--- src/common/vhi_pkg.sv ---
// vhi_pkg: constants, enumerations and carriers of the display host interface.
// assumes a single 200 MHz clock (pclk) shared by every design file.
package vhi_pkg;

	// ----------------------------------------------------------------
	// timing
	// ----------------------------------------------------------------
	localparam int CLK_NS = 5;                 // pclk period in ns
	localparam int T_RSTD_MS = 100;            // power-up internal reset delay, ms
	localparam int RSTD_CYC = T_RSTD_MS * 1000000 / CLK_NS;
	localparam int T_WAIT_NS = 1000;           // serial read wait, least, ns
	localparam int WAIT_CYC = (T_WAIT_NS + CLK_NS - 1) / CLK_NS;

	// ----------------------------------------------------------------
	// apb register map (byte addresses)
	// ----------------------------------------------------------------
	localparam logic [7:0] REG_STATUS = 8'h00;   // ro + w1c status
	localparam logic [7:0] REG_RX = 8'h04;       // last received word, read clears valid
	localparam logic [7:0] REG_TX_INSTR = 8'h08; // value returned on instruction reads
	localparam logic [7:0] REG_TX_DATA = 8'h0C;  // value returned on data reads

	// status fields
	localparam int ST_RX_VALID = 0;
	localparam int ST_READY = 1;
	localparam int ST_OVERRUN = 2;
	localparam int ST_FRAME_ERR = 3;
	localparam int ST_MODE_LSB = 4;
	localparam int ST_WIDTH = 6;
	// rx field
	localparam int RX_RS_BIT = 8;
	// reset values
	localparam logic [7:0] TX_RST = 8'h00;

	// serial start byte: five ones lead it
	localparam logic [4:0] HDR_SYNC = 5'h1F;

	// ----------------------------------------------------------------
	// enumerations
	// ----------------------------------------------------------------
	typedef enum logic [1:0] {
		MODE_ENABLE = 2'b00,  // enable_strobe_mode
		MODE_SPLIT = 2'b01,   // split_strobe_mode
		MODE_SERIAL = 2'b11,  // synchronous serial
		MODE_NONE = 2'b10     // illegal jumper code, interface dead
	} vhi_mode_t;

	typedef enum logic [1:0] {
		SER_IDLE = 2'b00,
		SER_HEAD = 2'b01,
		SER_BODY = 2'b11,
		SER_SKIP = 2'b10
	} vhi_ser_t;

	// ----------------------------------------------------------------
	// carriers
	// ----------------------------------------------------------------
	typedef struct packed {
		logic e;
		logic rw;
		logic rs;
		logic wr_n;
		logic rd_n;
		logic strobe_n;
		logic sck;
		logic sio;
		logic [7:0] db;
		logic [1:0] jmp_mode;
		logic jmp_width;
	} vhi_pins_t;

	typedef struct packed {
		logic rs;
		logic [7:0] val;
	} vhi_word_t;

endpackage

--- src/core/vhi_sync.sv ---
// vhi_sync: two-flop synchroniser for a bundle of asynchronous pins.
// assumes each bit is an independent level; multi-bit words must be stable
// around the moment a strobe edge that qualifies them is seen.
`timescale 1ns/1ps
module vhi_sync #(
	parameter int W = 8
) (
	// clock and reset
	input wire logic pclk,
	input wire logic presetn,
	// pins in, synchronised out
	input wire logic [W-1:0] d,
	output logic [W-1:0] q
);
	logic [W-1:0] meta_r; // first stage, read by the second stage only

	// ----------------------------------------------------------------
	// two stages
	// ----------------------------------------------------------------
	// reset to zero; spurious edges at release are masked by the power-up wait
	always_ff @(posedge pclk or negedge presetn) begin
		if (!presetn) begin
			meta_r <= '0;
			q <= '0;
		end else begin
			meta_r <= d;
			q <= meta_r;
		end
	end
endmodule // vhi_sync

--- src/core/vhi_por.sv ---
// vhi_por: internal power-up reset timer.
// assumes presetn models power arriving; done rises once the delay has run.
`timescale 1ns/1ps
module vhi_por #(
	parameter int CYC = 20000000,
	parameter int CW = 25
) (
	// clock and reset
	input wire logic pclk,
	input wire logic presetn,
	// status
	output logic done
);
	localparam logic [CW-1:0] LAST = CW'(CYC - 1);
	logic [CW-1:0] cnt_r; // cycles since release

	// ----------------------------------------------------------------
	// delay counter
	// ----------------------------------------------------------------
	// counts up once and then parks with done high
	always_ff @(posedge pclk or negedge presetn) begin
		if (!presetn) begin
			cnt_r <= '0;
			done <= 1'b0;
		end else if (!done) begin
			cnt_r <= cnt_r + 1'b1;
			done <= (cnt_r == LAST);
		end
	end
endmodule // vhi_por

--- src/core/vhi_host_if.sv ---
// vhi_host_if: host command/data port of the display controller, with apb registers.
// assumes all host pins are asynchronous to pclk, the host strobes slower than ~4 pclk,
// and software drains received words through the rx register.
//
// Contract
// - jumpers pick enable, split or serial mode
// - parallel words move as two nibbles or one byte
// - nibble mode: high nibble first, upper lines only
// - byte mode: whole byte on all eight lines
// - reg_select low instruction, high display data
// - enable mode: capture on strobe fall, rw low
// - enable mode: drive read data after strobe rise
// - split mode: capture on write strobe rise
// - split mode: drive read data after read fall
// - serial cycle is two bytes, msb first
// - start byte: five ones, rw, rs, zero
// - start rw bit set means read
// - start rs bit set means display data
// - serial write bits sampled on clock rise
// - serial read bits out after clock falls, post-wait
// - frame strobe bounds cycle; valid only on rise
// - device resets itself at power-up
//
// Our own choices: the APB slave port and the placing of the registers.
`timescale 1ns/1ps
module vhi_host_if
	import vhi_pkg::*;
#(
	parameter int POR_CYC = RSTD_CYC,
	parameter int WAIT_CYCLES = WAIT_CYC
) (
	// clock and reset
	input wire logic pclk,
	input wire logic presetn,
	// apb slave
	input wire logic psel,
	input wire logic penable,
	input wire logic pwrite,
	input wire logic [7:0] paddr,
	input wire logic [31:0] pwdata,
	output logic [31:0] prdata,
	output logic pready,
	output logic pslverr,
	// jumpers
	input wire logic [1:0] jmp_mode,
	input wire logic jmp_byte_wide,
	// parallel control pins
	input wire logic xfer_strobe,
	input wire logic read_write,
	input wire logic reg_select,
	input wire logic write_strobe_n,
	input wire logic read_strobe_n,
	// parallel data bus, three signals
	input wire logic [7:0] data_bus_in,
	output logic [7:0] data_bus_out,
	output logic data_bus_oe_n,
	// serial pins
	input wire logic frame_strobe_n,
	input wire logic shift_clk,
	input wire logic sio_in,
	output logic sio_out,
	output logic sio_oe_n
);
	localparam logic [7:0] WAIT_LD = 8'(WAIT_CYCLES);

	// ----------------------------------------------------------------
	// pin synchronisation and edges
	// ----------------------------------------------------------------
	vhi_pins_t pins_raw; // raw pin bundle
	vhi_pins_t pins_s;   // after two flops
	vhi_pins_t pins_q;   // one cycle older, for edge finding
	assign pins_raw = '{e: xfer_strobe, rw: read_write, rs: reg_select,
		wr_n: write_strobe_n, rd_n: read_strobe_n, strobe_n: frame_strobe_n,
		sck: shift_clk, sio: sio_in, db: data_bus_in, jmp_mode: jmp_mode,
		jmp_width: jmp_byte_wide};

	vhi_sync #(.W($bits(vhi_pins_t))) u_sync (
		.pclk(pclk),
		.presetn(presetn),
		.d(pins_raw),
		.q(pins_s)
	);

	// edge reference stage
	always_ff @(posedge pclk or negedge presetn) begin
		if (!presetn) pins_q <= '0;
		else pins_q <= pins_s;
	end

	wire e_fall = pins_q.e & ~pins_s.e;
	wire wr_rise = ~pins_q.wr_n & pins_s.wr_n;
	wire rd_rise = ~pins_q.rd_n & pins_s.rd_n;
	wire stb_fall = pins_q.strobe_n & ~pins_s.strobe_n;
	wire stb_rise = ~pins_q.strobe_n & pins_s.strobe_n;
	wire sck_rise = ~pins_q.sck & pins_s.sck;
	wire sck_fall = pins_q.sck & ~pins_s.sck;

	// ----------------------------------------------------------------
	// power-up reset and jumper capture
	// ----------------------------------------------------------------
	logic por_done; // internal reset finished
	logic ready_r;  // mode latched, accesses accepted
	vhi_mode_t mode_r;
	logic byte_wide_r;

	vhi_por #(.CYC(POR_CYC), .CW(25)) u_por (
		.pclk(pclk),
		.presetn(presetn),
		.done(por_done)
	);

	// latch jumpers
	// jumpers are static, so they are taken once when the internal reset ends
	always_ff @(posedge pclk or negedge presetn) begin
		if (!presetn) begin
			ready_r <= 1'b0;
			mode_r <= MODE_NONE;
			byte_wide_r <= 1'b0;
		end else if (por_done && !ready_r) begin
			ready_r <= 1'b1;
			mode_r <= vhi_mode_t'(pins_s.jmp_mode);
			byte_wide_r <= pins_s.jmp_width;
		end
	end

	// gate early host
	// everything seen before ready_r is dropped, so an early host is ignored
	wire en_mode = ready_r && (mode_r == MODE_ENABLE);
	wire sp_mode = ready_r && (mode_r == MODE_SPLIT);
	wire se_mode = ready_r && (mode_r == MODE_SERIAL);

	// ----------------------------------------------------------------
	// software registers
	// ----------------------------------------------------------------
	logic [7:0] tx_instr_r; // returned when reg_select is low
	logic [7:0] tx_data_r;  // returned when reg_select is high

	// ----------------------------------------------------------------
	// parallel port
	// ----------------------------------------------------------------
	logic nib_low_r;        // next nibble is the lower one
	logic [3:0] nib_hold_r; // upper nibble waiting for its partner

	wire en_wr = en_mode & e_fall & ~pins_s.rw;
	wire sp_wr = sp_mode & wr_rise;
	wire par_wr = en_wr | sp_wr;
	// a read access ends here, which advances the nibble phase
	wire par_rd_end = (en_mode & e_fall & pins_s.rw) | (sp_mode & rd_rise);
	wire en_drive = en_mode & pins_s.e & pins_s.rw;
	wire sp_drive = sp_mode & ~pins_s.rd_n;
	wire par_drive = en_drive | sp_drive;
	wire [7:0] par_rd_val = pins_s.rs ? tx_data_r : tx_instr_r;
	wire [7:0] par_out_val = byte_wide_r ? par_rd_val :
		(nib_low_r ? {par_rd_val[3:0], 4'h0} : {par_rd_val[7:4], 4'h0});
	// byte commits at once, nibbles only on the second half
	wire par_commit = par_wr & (byte_wide_r | nib_low_r);
	// byte from all lines; nibbles from the upper lines, lower lines ignored
	wire [7:0] par_word = byte_wide_r ? pins_s.db : {nib_hold_r, pins_s.db[7:4]};

	// nibble phase
	// reads and writes share one phase, as the host pairs them the same way
	always_ff @(posedge pclk or negedge presetn) begin
		if (!presetn) begin
			nib_low_r <= 1'b0;
			nib_hold_r <= 4'h0;
		end else if ((par_wr | par_rd_end) && !byte_wide_r) begin
			nib_low_r <= ~nib_low_r;
			if (par_wr && !nib_low_r) nib_hold_r <= pins_s.db[7:4];
		end
	end

	// parallel bus drive, registered
	always_ff @(posedge pclk or negedge presetn) begin
		if (!presetn) begin
			data_bus_out <= 8'h00;
			data_bus_oe_n <= 1'b1;
		end else begin
			data_bus_out <= par_drive ? par_out_val : 8'h00;
			data_bus_oe_n <= ~par_drive;
		end
	end

	// ----------------------------------------------------------------
	// serial port
	// ----------------------------------------------------------------
	vhi_ser_t ser_r;
	logic [3:0] bit_cnt_r;   // bits taken in the current byte
	logic [7:0] in_sh_r;     // input shifter
	logic [7:0] out_sh_r;    // read return shifter
	logic [7:0] wait_r;      // remaining read wait
	logic ser_rd_r;          // current cycle is a read
	logic ser_rs_r;          // current cycle carries display data
	logic ser_commit;
	logic ser_bad;
	logic ser_drive_r;

	wire [7:0] head = {in_sh_r[6:0], pins_s.sio};
	wire head_ok = (head[7:3] == HDR_SYNC) & ~head[0];
	wire head_last = (ser_r == SER_HEAD) & sck_rise & (bit_cnt_r == 4'd7);
	// read bit slot open only after the wait
	wire ser_out_bit = (ser_r == SER_BODY) & ser_rd_r & sck_fall & (wait_r == 8'h00) &
		(bit_cnt_r < 4'd8);
	// valid end of a write frame
	assign ser_commit = se_mode & stb_rise & (ser_r == SER_BODY) & ~ser_rd_r &
		(bit_cnt_r == 4'd8);
	assign ser_bad = se_mode & stb_rise & (ser_r != SER_IDLE) & ~ser_commit &
		~((ser_r == SER_BODY) & ser_rd_r);

	// serial frame state
	always_ff @(posedge pclk or negedge presetn) begin
		if (!presetn) begin
			ser_r <= SER_IDLE;
			bit_cnt_r <= 4'd0;
			in_sh_r <= 8'h00;
		end else if (!se_mode) begin
			ser_r <= SER_IDLE;
		end else if (stb_rise) begin
			ser_r <= SER_IDLE;
		end else if (stb_fall) begin
			ser_r <= SER_HEAD;
			bit_cnt_r <= 4'd0;
		end else unique case (ser_r)
			SER_IDLE, SER_SKIP: begin
			end
			SER_HEAD: if (sck_rise) begin
				in_sh_r <= head;
				bit_cnt_r <= head_last ? 4'd0 : bit_cnt_r + 4'd1;
				if (head_last) ser_r <= head_ok ? SER_BODY : SER_SKIP;
			end
			SER_BODY: begin
				if (sck_rise && !ser_rd_r) begin
					in_sh_r <= head;
					// a ninth body bit spoils the frame
					if (bit_cnt_r == 4'd8) ser_r <= SER_SKIP;
					else bit_cnt_r <= bit_cnt_r + 4'd1;
				end
				if (ser_out_bit) bit_cnt_r <= bit_cnt_r + 4'd1;
			end
		endcase
	end

	// header fields and read data load
	always_ff @(posedge pclk or negedge presetn) begin
		if (!presetn) begin
			ser_rd_r <= 1'b0;
			ser_rs_r <= 1'b0;
			out_sh_r <= 8'h00;
			wait_r <= 8'h00;
		end else if (head_last) begin
			ser_rd_r <= head[2];
			ser_rs_r <= head[1];
			out_sh_r <= head[1] ? tx_data_r : tx_instr_r;
			wait_r <= WAIT_LD;
		end else begin
			if (wait_r != 8'h00) wait_r <= wait_r - 8'h01;
			if (ser_out_bit) out_sh_r <= {out_sh_r[6:0], 1'b0};
		end
	end

	// drive only during read data
	// the line is released by the frame's own strobe rise, never by a clock edge
	always_ff @(posedge pclk or negedge presetn) begin
		if (!presetn) begin
			ser_drive_r <= 1'b0;
			sio_out <= 1'b0;
		end else if (!se_mode || stb_rise || stb_fall) begin
			ser_drive_r <= 1'b0;
			sio_out <= 1'b0;
		end else if (ser_out_bit) begin
			ser_drive_r <= 1'b1;
			sio_out <= out_sh_r[7];
		end
	end
	assign sio_oe_n = ~ser_drive_r;

	// ----------------------------------------------------------------
	// received word and status
	// ----------------------------------------------------------------
	vhi_word_t rx_r;
	logic rx_valid_r;
	logic overrun_r;
	logic frame_err_r;
	wire rx_evt = par_commit | ser_commit;
	// the serial word is the shifter itself; head would pull in the idle line bit
	wire vhi_word_t rx_in = ser_commit ? vhi_word_t'{rs: ser_rs_r, val: in_sh_r} :
		vhi_word_t'{rs: pins_s.rs, val: par_word};

	// apb decode
	wire apb_setup = psel & ~penable;
	wire apb_done = psel & penable;
	wire hit_status = (paddr == REG_STATUS);
	wire hit_rx = (paddr == REG_RX);
	wire hit_ti = (paddr == REG_TX_INSTR);
	wire hit_td = (paddr == REG_TX_DATA);
	wire hit_any = hit_status | hit_rx | hit_ti | hit_td;
	wire wr_ok = apb_done & pwrite;
	wire rx_read = apb_done & ~pwrite & hit_rx;
	wire clr_ovr = wr_ok & hit_status & pwdata[ST_OVERRUN];
	wire clr_ferr = wr_ok & hit_status & pwdata[ST_FRAME_ERR];

	// received word; an arriving word beats the read that clears valid
	always_ff @(posedge pclk or negedge presetn) begin
		if (!presetn) begin
			rx_r <= '0;
			rx_valid_r <= 1'b0;
			overrun_r <= 1'b0;
			frame_err_r <= 1'b0;
		end else begin
			if (rx_evt) rx_r <= rx_in;
			rx_valid_r <= rx_evt | (rx_valid_r & ~rx_read);
			overrun_r <= (rx_evt & rx_valid_r & ~rx_read) | (overrun_r & ~clr_ovr);
			frame_err_r <= ser_bad | (frame_err_r & ~clr_ferr);
		end
	end

	// writable registers
	always_ff @(posedge pclk or negedge presetn) begin
		if (!presetn) begin
			tx_instr_r <= TX_RST;
			tx_data_r <= TX_RST;
		end else if (wr_ok) begin
			if (hit_ti) tx_instr_r <= pwdata[7:0];
			if (hit_td) tx_data_r <= pwdata[7:0];
		end
	end

	// read mux, sampled in the setup cycle so prdata comes from a flop
	logic [31:0] rd_mux;
	always_comb begin
		rd_mux = 32'h0000_0000;
		if (hit_status) begin
			rd_mux[ST_RX_VALID] = rx_valid_r;
			rd_mux[ST_READY] = ready_r;
			rd_mux[ST_OVERRUN] = overrun_r;
			rd_mux[ST_FRAME_ERR] = frame_err_r;
			rd_mux[ST_MODE_LSB +: 2] = mode_r;
			rd_mux[ST_WIDTH] = byte_wide_r;
		end
		if (hit_rx) rd_mux[RX_RS_BIT:0] = rx_r;
		if (hit_ti) rd_mux[7:0] = tx_instr_r;
		if (hit_td) rd_mux[7:0] = tx_data_r;
	end

	always_ff @(posedge pclk or negedge presetn) begin
		if (!presetn) prdata <= 32'h0000_0000;
		else if (apb_setup) prdata <= rd_mux;
	end

	// zero-wait slave; unmapped addresses answer with an error
	assign pready = 1'b1;
	assign pslverr = apb_done & ~hit_any;
endmodule // vhi_host_if

--- config.mk ---
export PLATFORM = sky130hd
export DESIGN_NAME = vhi_host_if
export DESIGN_NICKNAME = d
export VERILOG_FILES = /design/src/common/vhi_pkg.sv /design/src/core/vhi_sync.sv /design/src/core/vhi_por.sv /design/src/core/vhi_host_if.sv
export SDC_FILE = /design/constraint.sdc
export NUM_CORES = 1
export LEC_CHECK = 0
export ABC_AREA = 1
export BUFFER_PORTS_ARGS = -buffer_cell sky130_fd_sc_hd__buf_2
export CELL_PAD_IN_SITES_DETAIL_PLACEMENT = 1
export CELL_PAD_IN_SITES_GLOBAL_PLACEMENT = 1
export CORE_MARGIN = 2
export CORE_UTILIZATION = 47
export CTS_CLUSTER_SIZE = 28
export DETAILED_ROUTE_END_ITERATION = 10
export GPL_ROUTABILITY_DRIVEN = 0
export PLACE_DENSITY_LB_ADDON = 0.1
export SYNTH_ARGS = -nofsm -noshare
export SYNTH_HDL_FRONTEND = slang
export SYNTH_SLANG_ARGS = --single-unit
--- constraint.sdc ---
create_clock -name pclk -period 3.6 [get_ports pclk]
set_input_delay 0.18 -clock pclk [delete_from_list [all_inputs] [get_ports pclk]]
set_output_delay 0.18 -clock pclk [all_outputs]
set_load 0.02 [all_outputs]
==> run summary <==
Critical Path Sink Type = register
Hold Vio Cnt, Final = 0
Max Clk Rate = 457.5 MHz
clk_skew = 11.44 ps
fill cell count = 1,796
Clock Sinks = 158
FF-to-FF Start = bit_cnt_r[0]
Synth Register Bits = 158
worst flop-to-flop path endpoint = out_sh_r[6]
Comb pwr share = 4.2%
unrepaired setup endpoints after global routing = false
vias in the first global route = 6,134
CP max FO = 25
max cap viols = 0
fin nets = 986
# diodes = 0
# IOs = 109
Mapped Cells = 830
commonest non-fill, non-tap cell in the layout = nand2_1
Hold EP = tx_data_r[3]
fin. max-slew vios = 0
Slew @ Worst Pin = 835.6 ps
Pre-antenna DRT Iters = 4
row count = 45
Setup CP Type = register to register
Post-DP Area = 7732 um^2
mapped cell area = 7373 um^2
Clk pwr share = 47.7%
PnR Total Power = 0.003785 W
Worst Reg2Reg Path Length in Cells = 7
Initial Utilization = 48.32%
first-pass GRT wire length = 29.93 mm
H-tree depth = 4
Setup crit start kind = register
Max rail drop VDD = 0.3302 mV
most used cell, CP = nand2_1
Setup Viol. Count Final = 0
min-delay worst type = input pin to register
crit path DAT = 2530 ps
post-DP HPWL = 12.48 mm
Critical Path Max Stage Delay = 480 ps
Int Pwr = 0.002798 W
Final Util = 56.42%
Leakage = 4.328 nW
die height = 129.3 um
worst hold stages = 3
Multi-input gate area = 2840 um^2
clock tree buffer depth = 2
Storage cell area = 3956 um^2
Area Growth Syn to Fin = 16.77%
clock transition at the registers of the reported paths = 80 ps
CP required = 3940 ps
largest net degree at the start of global routing = 86
CTS tree = done
initial antenna violation count = 0
period utilization = 60.72%
R2R setup slack = 1410 ps
Final Cell Area = 8610 um^2
cell chain of the critical path = ha_1 -> nand2_1 -> nor2_1 -> nand2_1 -> inv_2 -> o211ai_1 -> a31oi_1
Ys Warns = 0
Post-Route WL = 17.99 mm
Hold Crit Start = pwdata[3]
synthesized area per cell = 8.884 um^2
vias per cell = 5.079
CP max stage cell = nand2_1
Root Buffer = clkbuf_16
Sw Share = 26.07%
Total GRT Usage = 23.05%
post-CTS setup buffers = 0
Port Buffer Count = 60
Routed Antenna Nets = 0
fin crit period = 2186 ps
setup TNS = 0 ps
via count = 5,785
post-synthesis sequential area ratio = 53.66%
Placement Setup Slack = 1437 ps
slew margin rel. = 43.87%
post-route DRC violation count = 0
Final WS setup = 1414 ps
overall die area = 16,710 um^2
Power Density = 439.7 nW/um^2
Yosys cell types = 45
GR Overflow Total = 0
per-cell routed wire length = 15.79 um
Net Sw Power = 0.0009869 W
most frequent cells in the layout = nand2_1 (219), dfrtp_1 (156), inv_1 (82), buf_2 (59), nor2_1 (56)
outcome = completed
CTS Buf Count = 17
sequential power share = 48.1%
CORE AREA = 15,260 um^2
initial DRC count = 329
Clock Latency Late Sink = 440 ps
fraction of layout cells with a size suffix above 1 = 15.84%
Die W = 129.3 um
[power by group through the flow]
stage / clock network (W) / logic [W] / registers, W
3_5_place_dp: 0 / 0.000138 / 0.00186
5_1_grt: 0.00191 / 0.000179 / 0.00182
4_1_cts: 0.00185 / 0.000160 / 0.00182
2_1_floorplan: 0 / 0.0000844 / 0.00185
6_report: 0.00180 / 0.000159 / 0.00182
3_3_place_gp: 0 / 0.000133 / 0.00185
[worst max path at each step]
stage / startpoint / endpoint / cells past startpoint
2_1_floorplan: wait_r[0] / bit_cnt_r[2] / 11
3_3_place_gp: bit_cnt_r[0] / out_sh_r[7] / 7
3_5_place_dp: bit_cnt_r[0] / out_sh_r[7] / 7
4_1_cts: bit_cnt_r[0] / out_sh_r[6] / 7
5_1_grt: bit_cnt_r[0] / out_sh_r[6] / 7
6_report: bit_cnt_r[0] / out_sh_r[6] / 7
[metrics by stage]
step	hold WS (ps)	cells
6_report	17.39	1139
5_1_grt	47.09	1139
4_1_cts	2.114	1139
3_5_place_dp	249.6	1081
3_3_place_gp	246.2	1081
2_1_floorplan	-115.6	852
[kinds of logic (layout without fill, tap and decap cells)]
group           count (synthesis)  count (layout)  share of synthesized area [%]
compound gates                112             112                          8.892
flops                         158             158                          53.66
simple gates                  392             392                          24.30
fa+ha+maj                       7               7                          1.188
other cells                     2              24                         0.1019
buf+inv                       135             211                          8.943
xor+xnor                       22              22                          2.613
mux                             2               2                         0.3054
[critical path, delay by kind of cell, from the launching register on]
family | cells | cell delay [ps]
simple gates | 3 | 640
flops | 1 | 420
fa+ha+maj | 1 | 210
compound gates | 2 | 370
buf+inv | 1 | 430
[sequential cells by signal (all words and copies together), names as in the netlist, 9 cells and up]
| signal | count |
|---|---|
| u_sync.q | 19 |
| rx_r | 9 |
| prdata | 9 |
| u_por.cnt_r | 25 |
| u_sync.meta_r | 19 |
[metal layers]
| metal | vias up | track usage, % | routed length (um) |
|---|---|---|---|
| met5 | - | 0 | 0 |
| met4 | 0 | 6.905 | 295 |
| met3 | 25 | 4.666 | 653 |
| met2 | 119 | 40.43 | 9184 |
| met1 | 2838 | 28.85 | 7852 |
| li1 | 2803 | - | - |
[final cells by class]
class / count / share of cell area (%)
clock buffers: 17 / 4.941
clock inverters: 15 / 2.224
inverters: 92 / 4.011
multi-input cells: 559 / 32.99
flip-flops and latches: 158 / 45.95
well taps: 211 / 3.066
repair buffers: 87 / 6.816
[cells in the mapped netlist (all sizes together)]
cell type  instances  area, um^2
nor2              67       299.0
a211oi             4       30.03
inv               91       341.6
xor2              13       113.9
o31ai              1       7.510
xnor2              9       78.83
o2111ai            1       8.760
dfrtp            156        3904
o221ai             1       8.760
nand3b             2       40.04
ha                 7       87.58
nand3             59       320.3
a21boi             1       7.510
nor3b              1       12.51
or2                1       6.260
a21oi             16       80.08
o21a               1       7.510
nand4             12       75.07
clkinv             1       3.750
a21o               1       7.510
o211ai            13       97.59
clkbuf             5       18.77
buf               38       295.3
o21ai             66       356.6
conb               2       7.510
nand2            229       894.6
a31oi              6       37.54
nor4               3       33.78
o22ai              1       6.260
nor3              18       110.1
mux2               2       22.52
dfstp              2       52.55
[what timing repair did]
item | 4_1_cts | 5_1_grt
endpoints found under the setup margin | 0 | 0
hold buffers | 26 | 0
hold endpoints to repair | 100 | 0
resized for setup | 0 | 0
Power figures use the tool's default switching activity.
